File: config.mk
export PLATFORM = sky130hd
export DESIGN_NAME = flash_pulse_timer
export DESIGN_NICKNAME = d
export VERILOG_FILES = /design/src/verilog/flash_pulse_timer_pkg.sv /design/src/verilog/flash_clock_scaler.sv /design/src/verilog/flash_pulse_timer.sv
export SDC_FILE = /design/constraint.sdc
export NUM_CORES = 1
export LEC_CHECK = 0
export BUFFER_PORTS_ARGS = -buffer_cell sky130_fd_sc_hd__buf_2
export CAP_MARGIN = 20
export CORE_UTILIZATION = 55
export DETAILED_ROUTE_END_ITERATION = 12
export PLACE_DENSITY = 0.83
export SLEW_MARGIN = 30
export SYNTH_ARGS = -nofsm -noshare
export SYNTH_HDL_FRONTEND = slang
export SYNTH_HIERARCHICAL = 1
export SYNTH_SLANG_ARGS = --single-unit
File: constraint.sdc
create_clock -name clk_i -period 4.1 [get_ports clk_i]
set_clock_uncertainty 0.05 [all_clocks]
set_input_delay 0.615 -clock clk_i [delete_from_list [all_inputs] [get_ports clk_i]]
set_output_delay 0.615 -clock clk_i [all_outputs]
set_load 0.02 [all_outputs]
File: src/verilog/flash_pulse_timer_pkg.sv
package flash_pulse_timer_pkg;

  // ==========================================================================
  // Register map, byte addresses on the APB word grid
  localparam logic [11:0] ADDR_CONTROL    = 12'h000;
  localparam logic [11:0] ADDR_IRQ_STATUS = 12'h004;
  localparam logic [11:0] ADDR_IRQ_MASK   = 12'h008;

  // ==========================================================================
  // Field positions of high_voltage_control
  localparam int ENABLE_BIT  = 0;   // high_voltage_enable
  localparam int START_BIT   = 1;   // sequence_start
  localparam int ERASE_BIT   = 2;   // erase select
  localparam int STATUS_BIT  = 3;   // high_voltage_status, read only
  localparam int RANGE_LSB   = 4;   // clock_range_select[2:0]
  localparam int RANGE_W     = 3;
  localparam int EXP_LSB     = 8;   // clock_period_exponent[1:0]
  localparam int EXP_W       = 2;
  localparam int MULT_LSB    = 16;  // clock_period_multiplier[6:0]
  localparam int MULT_W      = 7;
  localparam int PAW_LSB     = 24;  // pulse_amplitude_width[2:0]
  localparam int PAW_W       = 3;

  // ==========================================================================
  // Reset values
  localparam logic [RANGE_W-1:0] RANGE_RESET = 3'h0;
  localparam logic [EXP_W-1:0]   EXP_RESET   = 2'h0;
  localparam logic [MULT_W-1:0]  MULT_RESET  = 7'h00;
  localparam logic [PAW_W-1:0]   PAW_RESET   = 3'h0;

  // ==========================================================================
  // Clock range codes
  localparam logic [RANGE_W-1:0] RANGE_UNTIMED = 3'h0;
  localparam logic [RANGE_W-1:0] RANGE_8_12    = 3'h1;
  localparam logic [RANGE_W-1:0] RANGE_12_18   = 3'h2;
  localparam logic [RANGE_W-1:0] RANGE_18_24   = 3'h3;
  localparam logic [RANGE_W-1:0] RANGE_24_36   = 3'h4;
  localparam logic [RANGE_W-1:0] RANGE_36_40   = 3'h5;

  // ==========================================================================
  // Timing figures
  localparam int TIMER_W          = 18;  // Widest binary stage, N up to 18
  localparam int EXP_BASE         = 5;
  localparam int EXP_ERASE_ADD    = 10;
  localparam int RECOVERY_TICKS   = 48;  // Scaled clocks
  localparam int RECOVERY_CLOCKS  = 128; // System clocks, untimed range
  localparam int RECOVERY_W       = 8;

  // ==========================================================================
  // Interrupt status bits
  localparam int IRQ_W            = 3;
  localparam int IRQ_PULSE_DONE   = 0;
  localparam int IRQ_TIMER_EXPIRY = 1;
  localparam int IRQ_ARRAY_ERROR  = 2;

  typedef enum logic [1:0] {
    ST_IDLE,
    ST_PULSE,
    ST_RECOVER,
    ST_HOLD
  } pulse_state_t;

endpackage
File: src/verilog/flash_clock_scaler.sv
`timescale 1ns/100ps

module flash_clock_scaler (
  input  wire logic       clk_i,
  input  wire logic       rstn_i,
  input  wire logic [2:0] range_i,
  input  wire logic       run_i,
  output logic            tick_o
);

  // ==========================================================================
  // Fractional prescaler: den ticks per num system clocks
  logic [2:0] acc;
  logic [2:0] num;
  logic [2:0] den;
  logic [3:0] sum;
  logic       fire;

  // Ratio per range code; reserved codes fall back to a scaling of 1
  always_comb begin
    unique case (range_i)
      flash_pulse_timer_pkg::RANGE_12_18: begin
        num = 3'h3;
        den = 3'h2;
      end
      flash_pulse_timer_pkg::RANGE_18_24: begin
        num = 3'h2;
        den = 3'h1;
      end
      flash_pulse_timer_pkg::RANGE_24_36: begin
        num = 3'h3;
        den = 3'h1;
      end
      flash_pulse_timer_pkg::RANGE_36_40: begin
        num = 3'h4;
        den = 3'h1;
      end
      default: begin
        num = 3'h1;
        den = 3'h1;
      end
    endcase
  end

  // The 3/2 case alternates one and two clocks, average period 1.5
  assign sum  = {1'b0, acc} + {1'b0, den};
  assign fire = (sum >= {1'b0, num});

  // Phase restarts whenever the timer is idle, so each pulse is aligned
  always_ff @(posedge clk_i) begin
    if (!rstn_i || !run_i) begin
      acc    <= 3'h0;
      tick_o <= 1'b0;
    end else begin
      acc    <= fire ? 3'(sum - {1'b0, num}) : sum[2:0];
      tick_o <= fire;
    end
  end

endmodule

File: src/verilog/flash_pulse_timer.sv
`timescale 1ns/100ps
// Functional notes
// Status bit is read only; writes never change it.
// Status bit is one during pulse and recovery, zero otherwise.
// While status is one: array access errors, start bit changes ignored.
// Pulse starts on enable set; ends on enable clear or timer expiry.
// Recovery lasts 48 scaled clocks, or 128 clocks when range is 000.
// After reset the status bit reads zero.
// Pulse width is clock period times R times 2^N times M.
// N is 5 plus exponent field, plus 10 when erasing.
// M is one plus the seven-bit multiplier field.
// Range field selects R: 010 gives 3/2, 100 gives 3.
// A scaled clock of period times R drives pump and exponent stage.
// Range resets to 000; then only software ends the pulse.
// Exponent field resets to 00.
// Range and exponent stay writable while a sequence is started.
// Clock frequency is not monitored; slow clocks are not blocked.
// System clock must stay constant during program or erase.
// Enable sets only after start and a valid array write since then.
// Timer is prescaler, binary stage, then linear stage; expiry ends pulse.

module flash_pulse_timer #(
  parameter int ADDR_W = 12
) (
  input  wire logic              clk_i,
  input  wire logic              rstn_i,
  input  wire logic              psel_i,
  input  wire logic              penable_i,
  input  wire logic              pwrite_i,
  input  wire logic [ADDR_W-1:0] paddr_i,
  input  wire logic [31:0]       pwdata_i,
  output logic                   pready_o,
  output logic [31:0]            prdata_o,
  output logic                   pslverr_o,
  input  wire logic              array_req_i,
  input  wire logic              array_write_i,
  output logic                   array_err_o,
  output logic                   hv_pulse_o,
  output logic                   pump_clk_o,
  output logic                   irq_o
);

  // ==========================================================================
  // State and register storage
  flash_pulse_timer_pkg::pulse_state_t state;
  flash_pulse_timer_pkg::pulse_state_t next_state;

  logic                                         enable;
  logic                                         start;
  logic                                         erase;
  logic                                         status;
  logic                                         armed;
  logic [flash_pulse_timer_pkg::RANGE_W-1:0]    range_sel;
  logic [flash_pulse_timer_pkg::EXP_W-1:0]      exponent;
  logic [flash_pulse_timer_pkg::MULT_W-1:0]     multiplier;
  logic [flash_pulse_timer_pkg::PAW_W-1:0]      amp_width;
  logic [flash_pulse_timer_pkg::IRQ_W-1:0]      irq_status;
  logic [flash_pulse_timer_pkg::IRQ_W-1:0]      irq_mask;
  logic [flash_pulse_timer_pkg::TIMER_W-1:0]    exp_cnt;
  logic [flash_pulse_timer_pkg::MULT_W-1:0]     mult_cnt;
  logic [flash_pulse_timer_pkg::RECOVERY_W-1:0] rec_cnt;

  // ==========================================================================
  // APB decode
  wire access      = psel_i & penable_i;
  wire done        = access & pready_o;
  wire wr_done     = done & pwrite_i;
  wire sel_control = (paddr_i == flash_pulse_timer_pkg::ADDR_CONTROL);
  wire sel_status  = (paddr_i == flash_pulse_timer_pkg::ADDR_IRQ_STATUS);
  wire sel_mask    = (paddr_i == flash_pulse_timer_pkg::ADDR_IRQ_MASK);
  wire addr_hit    = sel_control | sel_status | sel_mask;
  wire wr_control  = wr_done & sel_control;
  wire wr_mask     = wr_done & sel_mask;
  wire rd_status   = done & ~pwrite_i & sel_status;

  // Assembled control word; status is reflected here, never stored from bus
  logic [31:0] control_word;
  always_comb begin
    control_word = 32'h0000_0000;
    control_word[flash_pulse_timer_pkg::ENABLE_BIT] = enable;
    control_word[flash_pulse_timer_pkg::START_BIT]  = start;
    control_word[flash_pulse_timer_pkg::ERASE_BIT]  = erase;
    control_word[flash_pulse_timer_pkg::STATUS_BIT] = status;
    control_word[flash_pulse_timer_pkg::RANGE_LSB +: flash_pulse_timer_pkg::RANGE_W] = range_sel;
    control_word[flash_pulse_timer_pkg::EXP_LSB +: flash_pulse_timer_pkg::EXP_W]     = exponent;
    control_word[flash_pulse_timer_pkg::MULT_LSB +: flash_pulse_timer_pkg::MULT_W]   = multiplier;
    control_word[flash_pulse_timer_pkg::PAW_LSB +: flash_pulse_timer_pkg::PAW_W]     = amp_width;
  end

  wire [31:0] read_mux =
    sel_control ? control_word :
    sel_status  ? {{(32 - flash_pulse_timer_pkg::IRQ_W){1'b0}}, irq_status} :
    sel_mask    ? {{(32 - flash_pulse_timer_pkg::IRQ_W){1'b0}}, irq_mask} :
                  32'h0000_0000;

  // One wait state: answer registered in the first access cycle
  always_ff @(posedge clk_i) begin
    if (!rstn_i) begin
      pready_o  <= 1'b0;
      prdata_o  <= 32'h0000_0000;
      pslverr_o <= 1'b0;
    end else begin
      pready_o  <= access & ~pready_o;
      prdata_o  <= (access & ~pready_o & ~pwrite_i) ? read_mux : 32'h0000_0000;
      pslverr_o <= access & ~pready_o & ~addr_hit;
    end
  end

  // ==========================================================================
  // Write field extraction
  wire                                      wd_enable = pwdata_i[flash_pulse_timer_pkg::ENABLE_BIT];
  wire                                      wd_start  = pwdata_i[flash_pulse_timer_pkg::START_BIT];
  wire                                      wd_erase  = pwdata_i[flash_pulse_timer_pkg::ERASE_BIT];
  wire [flash_pulse_timer_pkg::RANGE_W-1:0] wd_range  =
    pwdata_i[flash_pulse_timer_pkg::RANGE_LSB +: flash_pulse_timer_pkg::RANGE_W];
  wire [flash_pulse_timer_pkg::EXP_W-1:0]   wd_exp    =
    pwdata_i[flash_pulse_timer_pkg::EXP_LSB +: flash_pulse_timer_pkg::EXP_W];
  wire [flash_pulse_timer_pkg::MULT_W-1:0]  wd_mult   =
    pwdata_i[flash_pulse_timer_pkg::MULT_LSB +: flash_pulse_timer_pkg::MULT_W];
  wire [flash_pulse_timer_pkg::PAW_W-1:0]   wd_paw    =
    pwdata_i[flash_pulse_timer_pkg::PAW_LSB +: flash_pulse_timer_pkg::PAW_W];

  // Permissions use values before this write, so same-cycle writes
  // of start and enable judge each other by their old state
  wire start_ok   = wr_control & ~status & ~enable;
  wire erase_ok   = wr_control & ~start;
  wire paw_ok     = wr_control & ~status;
  wire enable_set = wr_control & wd_enable & ~enable & start & wd_start & armed;
  wire enable_clr = wr_control & ~wd_enable;

  // Interlock write: array write inside a started sequence before the pulse
  wire array_accept = array_req_i & array_write_i & start & ~status & ~enable;

  // ==========================================================================
  // Control register fields
  always_ff @(posedge clk_i) begin
    if (!rstn_i) begin
      enable     <= 1'b0;
      start      <= 1'b0;
      erase      <= 1'b0;
      range_sel  <= flash_pulse_timer_pkg::RANGE_RESET;
      exponent   <= flash_pulse_timer_pkg::EXP_RESET;
      multiplier <= flash_pulse_timer_pkg::MULT_RESET;
      amp_width  <= flash_pulse_timer_pkg::PAW_RESET;
    end else begin
      if (enable_set) begin
        enable <= 1'b1;
      end else if (enable_clr) begin
        enable <= 1'b0;
      end
      if (start_ok) begin
        start <= wd_start;
      end
      if (erase_ok) begin
        erase <= wd_erase;
      end
      // Timing fields are not locked by a started sequence
      if (wr_control) begin
        range_sel  <= wd_range;
        exponent   <= wd_exp;
        multiplier <= wd_mult;
      end
      if (paw_ok) begin
        amp_width <= wd_paw;
      end
    end
  end

  // Interlock flag, dropped whenever the sequence is not started
  always_ff @(posedge clk_i) begin
    if (!rstn_i) begin
      armed <= 1'b0;
    end else if (!start) begin
      armed <= 1'b0;
    end else if (array_accept) begin
      armed <= 1'b1;
    end
  end

  // ==========================================================================
  // Pulse timer cascade
  logic tick;

  wire run = (state == flash_pulse_timer_pkg::ST_PULSE) |
             (state == flash_pulse_timer_pkg::ST_RECOVER);

  // Scaled clock: one tick per R system clocks, shared with the pump
  flash_clock_scaler u_scaler (
    .clk_i   (clk_i),
    .rstn_i  (rstn_i),
    .range_i (range_sel),
    .run_i   (run),
    .tick_o  (tick)
  );

  // Reserved codes run untimed, like 000, rather than guess a ratio
  wire timed = (range_sel >= flash_pulse_timer_pkg::RANGE_8_12) &
               (range_sel <= flash_pulse_timer_pkg::RANGE_36_40);

  // No clock-frequency check exists; slow clocks only stretch the pulse
  // Exponent N = base + field, + extra decade for erase
  wire [4:0] exp_n = 5'(flash_pulse_timer_pkg::EXP_BASE) + {3'h0, exponent} +
                     (erase ? 5'(flash_pulse_timer_pkg::EXP_ERASE_ADD) : 5'h00);

  // 2^N - 1; at N = 18 the shift wraps to zero and the subtract gives all ones
  wire [flash_pulse_timer_pkg::TIMER_W-1:0] exp_limit =
    (flash_pulse_timer_pkg::TIMER_W'(1) << exp_n) - flash_pulse_timer_pkg::TIMER_W'(1);

  wire exp_last  = (exp_cnt == exp_limit);
  wire mult_last = (mult_cnt == multiplier);  // M = field + 1 passes
  // Width = period x R x 2^N x M, counted as ticks through both stages
  wire expire    = timed & tick & exp_last & mult_last;

  // Binary stage feeds linear stage; both clear outside the pulse
  always_ff @(posedge clk_i) begin
    if (!rstn_i || state != flash_pulse_timer_pkg::ST_PULSE) begin
      exp_cnt  <= '0;
      mult_cnt <= '0;
    end else if (tick) begin
      exp_cnt <= exp_last ? '0 : exp_cnt + 1'b1;
      if (exp_last) begin
        mult_cnt <= mult_cnt + 1'b1;
      end
    end
  end

  // ==========================================================================
  // Recovery counter
  wire rec_step = timed ? tick : 1'b1;
  wire rec_last = timed ?
    (rec_cnt == flash_pulse_timer_pkg::RECOVERY_W'(flash_pulse_timer_pkg::RECOVERY_TICKS - 1)) :
    (rec_cnt == flash_pulse_timer_pkg::RECOVERY_W'(flash_pulse_timer_pkg::RECOVERY_CLOCKS - 1));
  wire rec_done = rec_step & rec_last;

  always_ff @(posedge clk_i) begin
    if (!rstn_i || state != flash_pulse_timer_pkg::ST_RECOVER) begin
      rec_cnt <= '0;
    end else if (rec_step) begin
      rec_cnt <= rec_cnt + 1'b1;
    end
  end

  // ==========================================================================
  // Pulse sequencer
  always_comb begin
    next_state = state;
    unique case (state)
      flash_pulse_timer_pkg::ST_IDLE: begin
        if (enable) begin
          next_state = flash_pulse_timer_pkg::ST_PULSE;
        end
      end
      flash_pulse_timer_pkg::ST_PULSE: begin
        if (!enable || expire) begin
          next_state = flash_pulse_timer_pkg::ST_RECOVER;
        end
      end
      flash_pulse_timer_pkg::ST_RECOVER: begin
        if (rec_done) begin
          next_state = enable ? flash_pulse_timer_pkg::ST_HOLD :
                                flash_pulse_timer_pkg::ST_IDLE;
        end
      end
      flash_pulse_timer_pkg::ST_HOLD: begin
        // Timer ended the pulse; wait for software to drop enable
        if (!enable) begin
          next_state = flash_pulse_timer_pkg::ST_IDLE;
        end
      end
    endcase
  end

  // Status is owned by the sequencer alone, never by the bus
  always_ff @(posedge clk_i) begin
    if (!rstn_i) begin
      state      <= flash_pulse_timer_pkg::ST_IDLE;
      status     <= 1'b0;
      hv_pulse_o <= 1'b0;
      pump_clk_o <= 1'b0;
    end else begin
      state      <= next_state;
      status     <= (next_state == flash_pulse_timer_pkg::ST_PULSE) |
                    (next_state == flash_pulse_timer_pkg::ST_RECOVER);
      hv_pulse_o <= (next_state == flash_pulse_timer_pkg::ST_PULSE);
      pump_clk_o <= tick & (state == flash_pulse_timer_pkg::ST_PULSE);
    end
  end

  // Array accesses during high voltage get a bus error
  always_ff @(posedge clk_i) begin
    if (!rstn_i) begin
      array_err_o <= 1'b0;
    end else begin
      array_err_o <= array_req_i & status;
    end
  end

  // ==========================================================================
  // Interrupts: sticky events, read clears, a new event beats the clear
  logic [flash_pulse_timer_pkg::IRQ_W-1:0] irq_set;
  logic [flash_pulse_timer_pkg::IRQ_W-1:0] next_irq_status;

  always_comb begin
    irq_set = '0;
    irq_set[flash_pulse_timer_pkg::IRQ_PULSE_DONE] =
      (state == flash_pulse_timer_pkg::ST_RECOVER) & rec_done;
    irq_set[flash_pulse_timer_pkg::IRQ_TIMER_EXPIRY] =
      (state == flash_pulse_timer_pkg::ST_PULSE) & expire;
    irq_set[flash_pulse_timer_pkg::IRQ_ARRAY_ERROR] = array_req_i & status;
    // Clear only what the read returned, so an event after the capture survives
    next_irq_status = (rd_status ?
                       (irq_status & ~prdata_o[flash_pulse_timer_pkg::IRQ_W-1:0]) :
                       irq_status) | irq_set;
  end

  always_ff @(posedge clk_i) begin
    if (!rstn_i) begin
      irq_status <= '0;
      irq_mask   <= '0;
      irq_o      <= 1'b0;
    end else begin
      irq_status <= next_irq_status;
      if (wr_mask) begin
        irq_mask <= pwdata_i[flash_pulse_timer_pkg::IRQ_W-1:0];
      end
      irq_o <= |(next_irq_status & (wr_mask ? pwdata_i[flash_pulse_timer_pkg::IRQ_W-1:0] :
                                              irq_mask));
    end
  end

  // Software must hold the system clock steady during a pulse; nothing here
  // can correct a changed rate, the counts simply stretch or shrink

endmodule

==> results by group <==
Global route
  • Leftover overflow at the end of global routing: 0
  • Antenna violations before repair: 0
  • Gr usage total: 23.7%
  • Via count of the first global-routing pass: 3541
  • First-pass GRT wire length: 15.9 mm
  • Largest net degree at the start of global routing: 39

Timing
  • Post-Route Setup TNS: 0 ps
  • Worst-case headroom to the max-slew limit: 39.6%
  • Period minus WS final: 3120 ps
  • Unrepaired setup endpoints after global routing: no
  • Least-Margin Pin Slew: 901 ps
  • Final number of setup-violating endpoints: 0
  • Pins Over Slew Limit: 0
  • Ratio of final minimum period to clock period: 76.1%
  • Highest achievable clock rate: 321 MHz
  • Final count of hold timing violations: 0

Place
  • Count of placed standard cells including taps: 650
  • Global placement routability congestion: 0.866
  • Post-detailed-placement half-perimeter wirelength: 6.79 mm
  • PortBufs: 61

Clocking
  • H-tree levels: 3
  • Clock edge transition at the registers on the reported setup and hold paths: 100 ps
  • Number of gates given a new drive strength after cts: 0
  • CTS sink cnt: 90
  • Post-CTS Repair Setup Buffers: 0
  • Maximum buffer depth of the clock tree: 2
  • Number of hold buffers added after CTS: 0
  • Skew-Pair Late Insertion Delay: 360 ps
  • CTS tree: built
  • Root buffer selected by CTS: clkbuf_8
  • Number of buffers created by CTS: 9

Synthesis
  • Yosys warning total: 6
  • Top cells by area in the synthesized netlist: dfxtp_1 40%, nand2_1 4.8%, xnor2_1 4.3%
  • Share of synthesized registers carrying an async set or reset: 0%
  • Total of flip-flops plus latches after synthesis: 90
  • Largest area contributor in the synthesized netlist: dfxtp_1
  • Area share of the largest cell type after synthesis: 40.4%
  • Syn avg cell area: 8.83 sq um
  • Number of enable-type register cells in the synthesized netlist: 0
  • Mapped cell area: 4460 sq um
  • Most used flip-flop cell after synthesis: dfxtp_1
  • Register area share after synthesis: 40.4%
  • Instance count of the mapped netlist: 505
  • Number of distinct library cells after synthesis: 61

Layout
  • Fraction of layout cells with a size suffix above 1: 16.7%
  • Filler Cell Count: 642
  • Antenna fix cells: 0
  • Fin cells: 666
  • Post-synthesis to final-layout area growth: 11.6%
  • # nets final: 627

Job
  • Max-cap check violation count: 0

Power
  • Worst ir drop on vdd: 0.158 mV
  • Power, Total: 1.54 mW
  • LEAKAGE: 1.89 nW
  • Pwr per Cell Area: 310 nW/um^2

Die
  • Die extent in x: 92.0 microns
  • Y dimension of the die: 92.0 microns
  • Top-Level Pins: 89
  • DIE AREA: 8470 sq um
  • Number of placement rows: 32
  • Starting Density: 57.4%
  • Core Box Area: 7770 sq um

Routing
  • Detailed router's first-iteration violation count: 175
  • Via count: 3678
  • Vias/cell: 5.52
  • Number of remaining DRC errors: 0
  • Detail Route Antenna Nets: 0
  • Routed wire length: 9.53 mm
  • Detailed-router iteration count before antenna repair: 5
  • Average detailed-routed wire length per instance: 14.3 microns

Setup path
  • Worst setup path category: flip-flop to flip-flop
  • Worst path required time: 4310 ps
  • Worst Path Max Fanout: 8
  • Critical Path Sink Type: flip-flop
  • Crit path launch type: flip-flop
  • Arrival time reported for the critical path endpoint: 3320 ps

Worst hold path
  • HP Class: flip-flop to flip-flop

Outcome
  • Status: completed
[path summary, 6_finish.rpt]
path	depth (start not counted)	from	to	slack, ps
worst max register to register	10	range_sel[2]	u_scaler/acc[1]	980
worst max-delay path	10	range_sel[2]	u_scaler/acc[1]	980
worst min-delay path	1	amp_width[1]	prdata_o[25]	430
worst min register to register	1	amp_width[1]	prdata_o[25]	430
[Yosys cell counts (all sizes together) (2+ instances only)]
master / instances
a2111oi: 2
a211o: 2
a21boi: 14
a21o: 2
a21oi: 20
a22o: 5
a22oi: 3
a31oi: 2
and2: 23
and3: 5
buf: 24
clkbuf: 10
dfxtp: 90
fa: 2
ha: 15
inv: 15
mux2i: 14
nand2: 57
nand2b: 3
nand3: 21
nand3b: 3
nand4: 12
nor2: 48
nor2b: 10
nor3: 8
nor3b: 2
nor4: 2
nor4b: 2
o21a: 3
o21ai: 10
o21bai: 3
o31ai: 5
or2: 3
or3: 5
or4: 10
xnor2: 22
xor2: 14
[where the power goes]
group | leakage (nW) | internal, mW | total (mW) | switching (mW)
clock network | 0.0962 | 0.302 | 0.618 | 0.316
registers | 0.725 | 0.874 | 0.874 | 0.000411
logic | 1.07 | 0.0188 | 0.0477 | 0.0289
[per-stage QoR]
| stage | util [%] | setup slack, ps | hold slack, ps | area (sq um) |
|---|---|---|---|---|
| after floorplan | - | 1210 | 379 | 4500 |
| after global placement | 61.4 | 958 | 390 | 4770 |
| after CTS | 64.0 | 981 | 431 | 4970 |
| after detailed placement | 61.4 | 883 | 403 | 4770 |
| after global routing | 64.0 | 851 | 443 | 4970 |
| final | 64.0 | 981 | 434 | 4970 |
[flip-flops by register name, indices dropped and copies added, names as in the netlist, 2 cells and up]
register,count
irq_mask,3
prdata_o,19
multiplier,7
u_scaler/acc,3
amp_width,3
rec_cnt,8
state,2
irq_status,3
range_sel,3
exp_cnt,18
mult_cnt,7
exponent,2
[critical path, cell delays in order (launching register included)]
cell,delay [ps]
dfxtp_1,380
nand2b_1,200
or2_2,330
ha_1,220
inv_1,70
fa_1,470
inv_1,100
ha_1,230
a21bo_1,220
a221oi_4,410
mux2_4,330
[cell families (layout without fill, tap and decap cells)]
logic type	Yosys count	count (layout)	share of synthesized area, %
buffers and inverters	49	96	5.61
muxes	15	15	3.48
xor gates and xnor gates	36	36	7.07
AOI/OAI and AO/OA	79	79	12.5
and+or+nand+nor	218	218	25.7
other	1	13	0.0841
DFF	90	90	40.4
adders and majority gates	17	17	5.11
[cell usage in the layout (no fill, tap or decap), types with 14 or more instances in the layout]
| cell type | instances |
|---|---|
| ha_1 | 15 |
| buf_2 | 61 |
| nand2_1 | 57 |
| inv_1 | 15 |
| xnor2_1 | 22 |
| and2_1 | 23 |
| nand3_1 | 21 |
| xor2_1 | 14 |
| nor2_1 | 46 |
| mux2i_1 | 14 |
| dfxtp_1 | 90 |
| a21oi_1 | 20 |
[layer usage]
layer	vias up	track usage, %	part of all wire (%)
li1	1817	-	-
met1	1704	29.6	45
met2	135	39.7	47
met3	22	3.81	5.4
met4	0	11.1	2.3
met5	-	0	0
[layout make-up]
| cell class | instances | area (sq um) | area share, % |
|---|---|---|---|
| Inverter | 15 | 56.3 | 1.13 |
| Sequential cell | 90 | 1800 | 36.2 |
| Tap cell | 102 | 128 | 2.57 |
| Timing Repair Buffer | 65 | 335 | 6.74 |
| Clock buffer | 11 | 141 | 2.84 |
| Clock inverter | 5 | 62.6 | 1.26 |
| Multi-Input combinational cell | 378 | 2450 | 49.2 |
No activity file was read; power rests on OpenSTA's default activity.
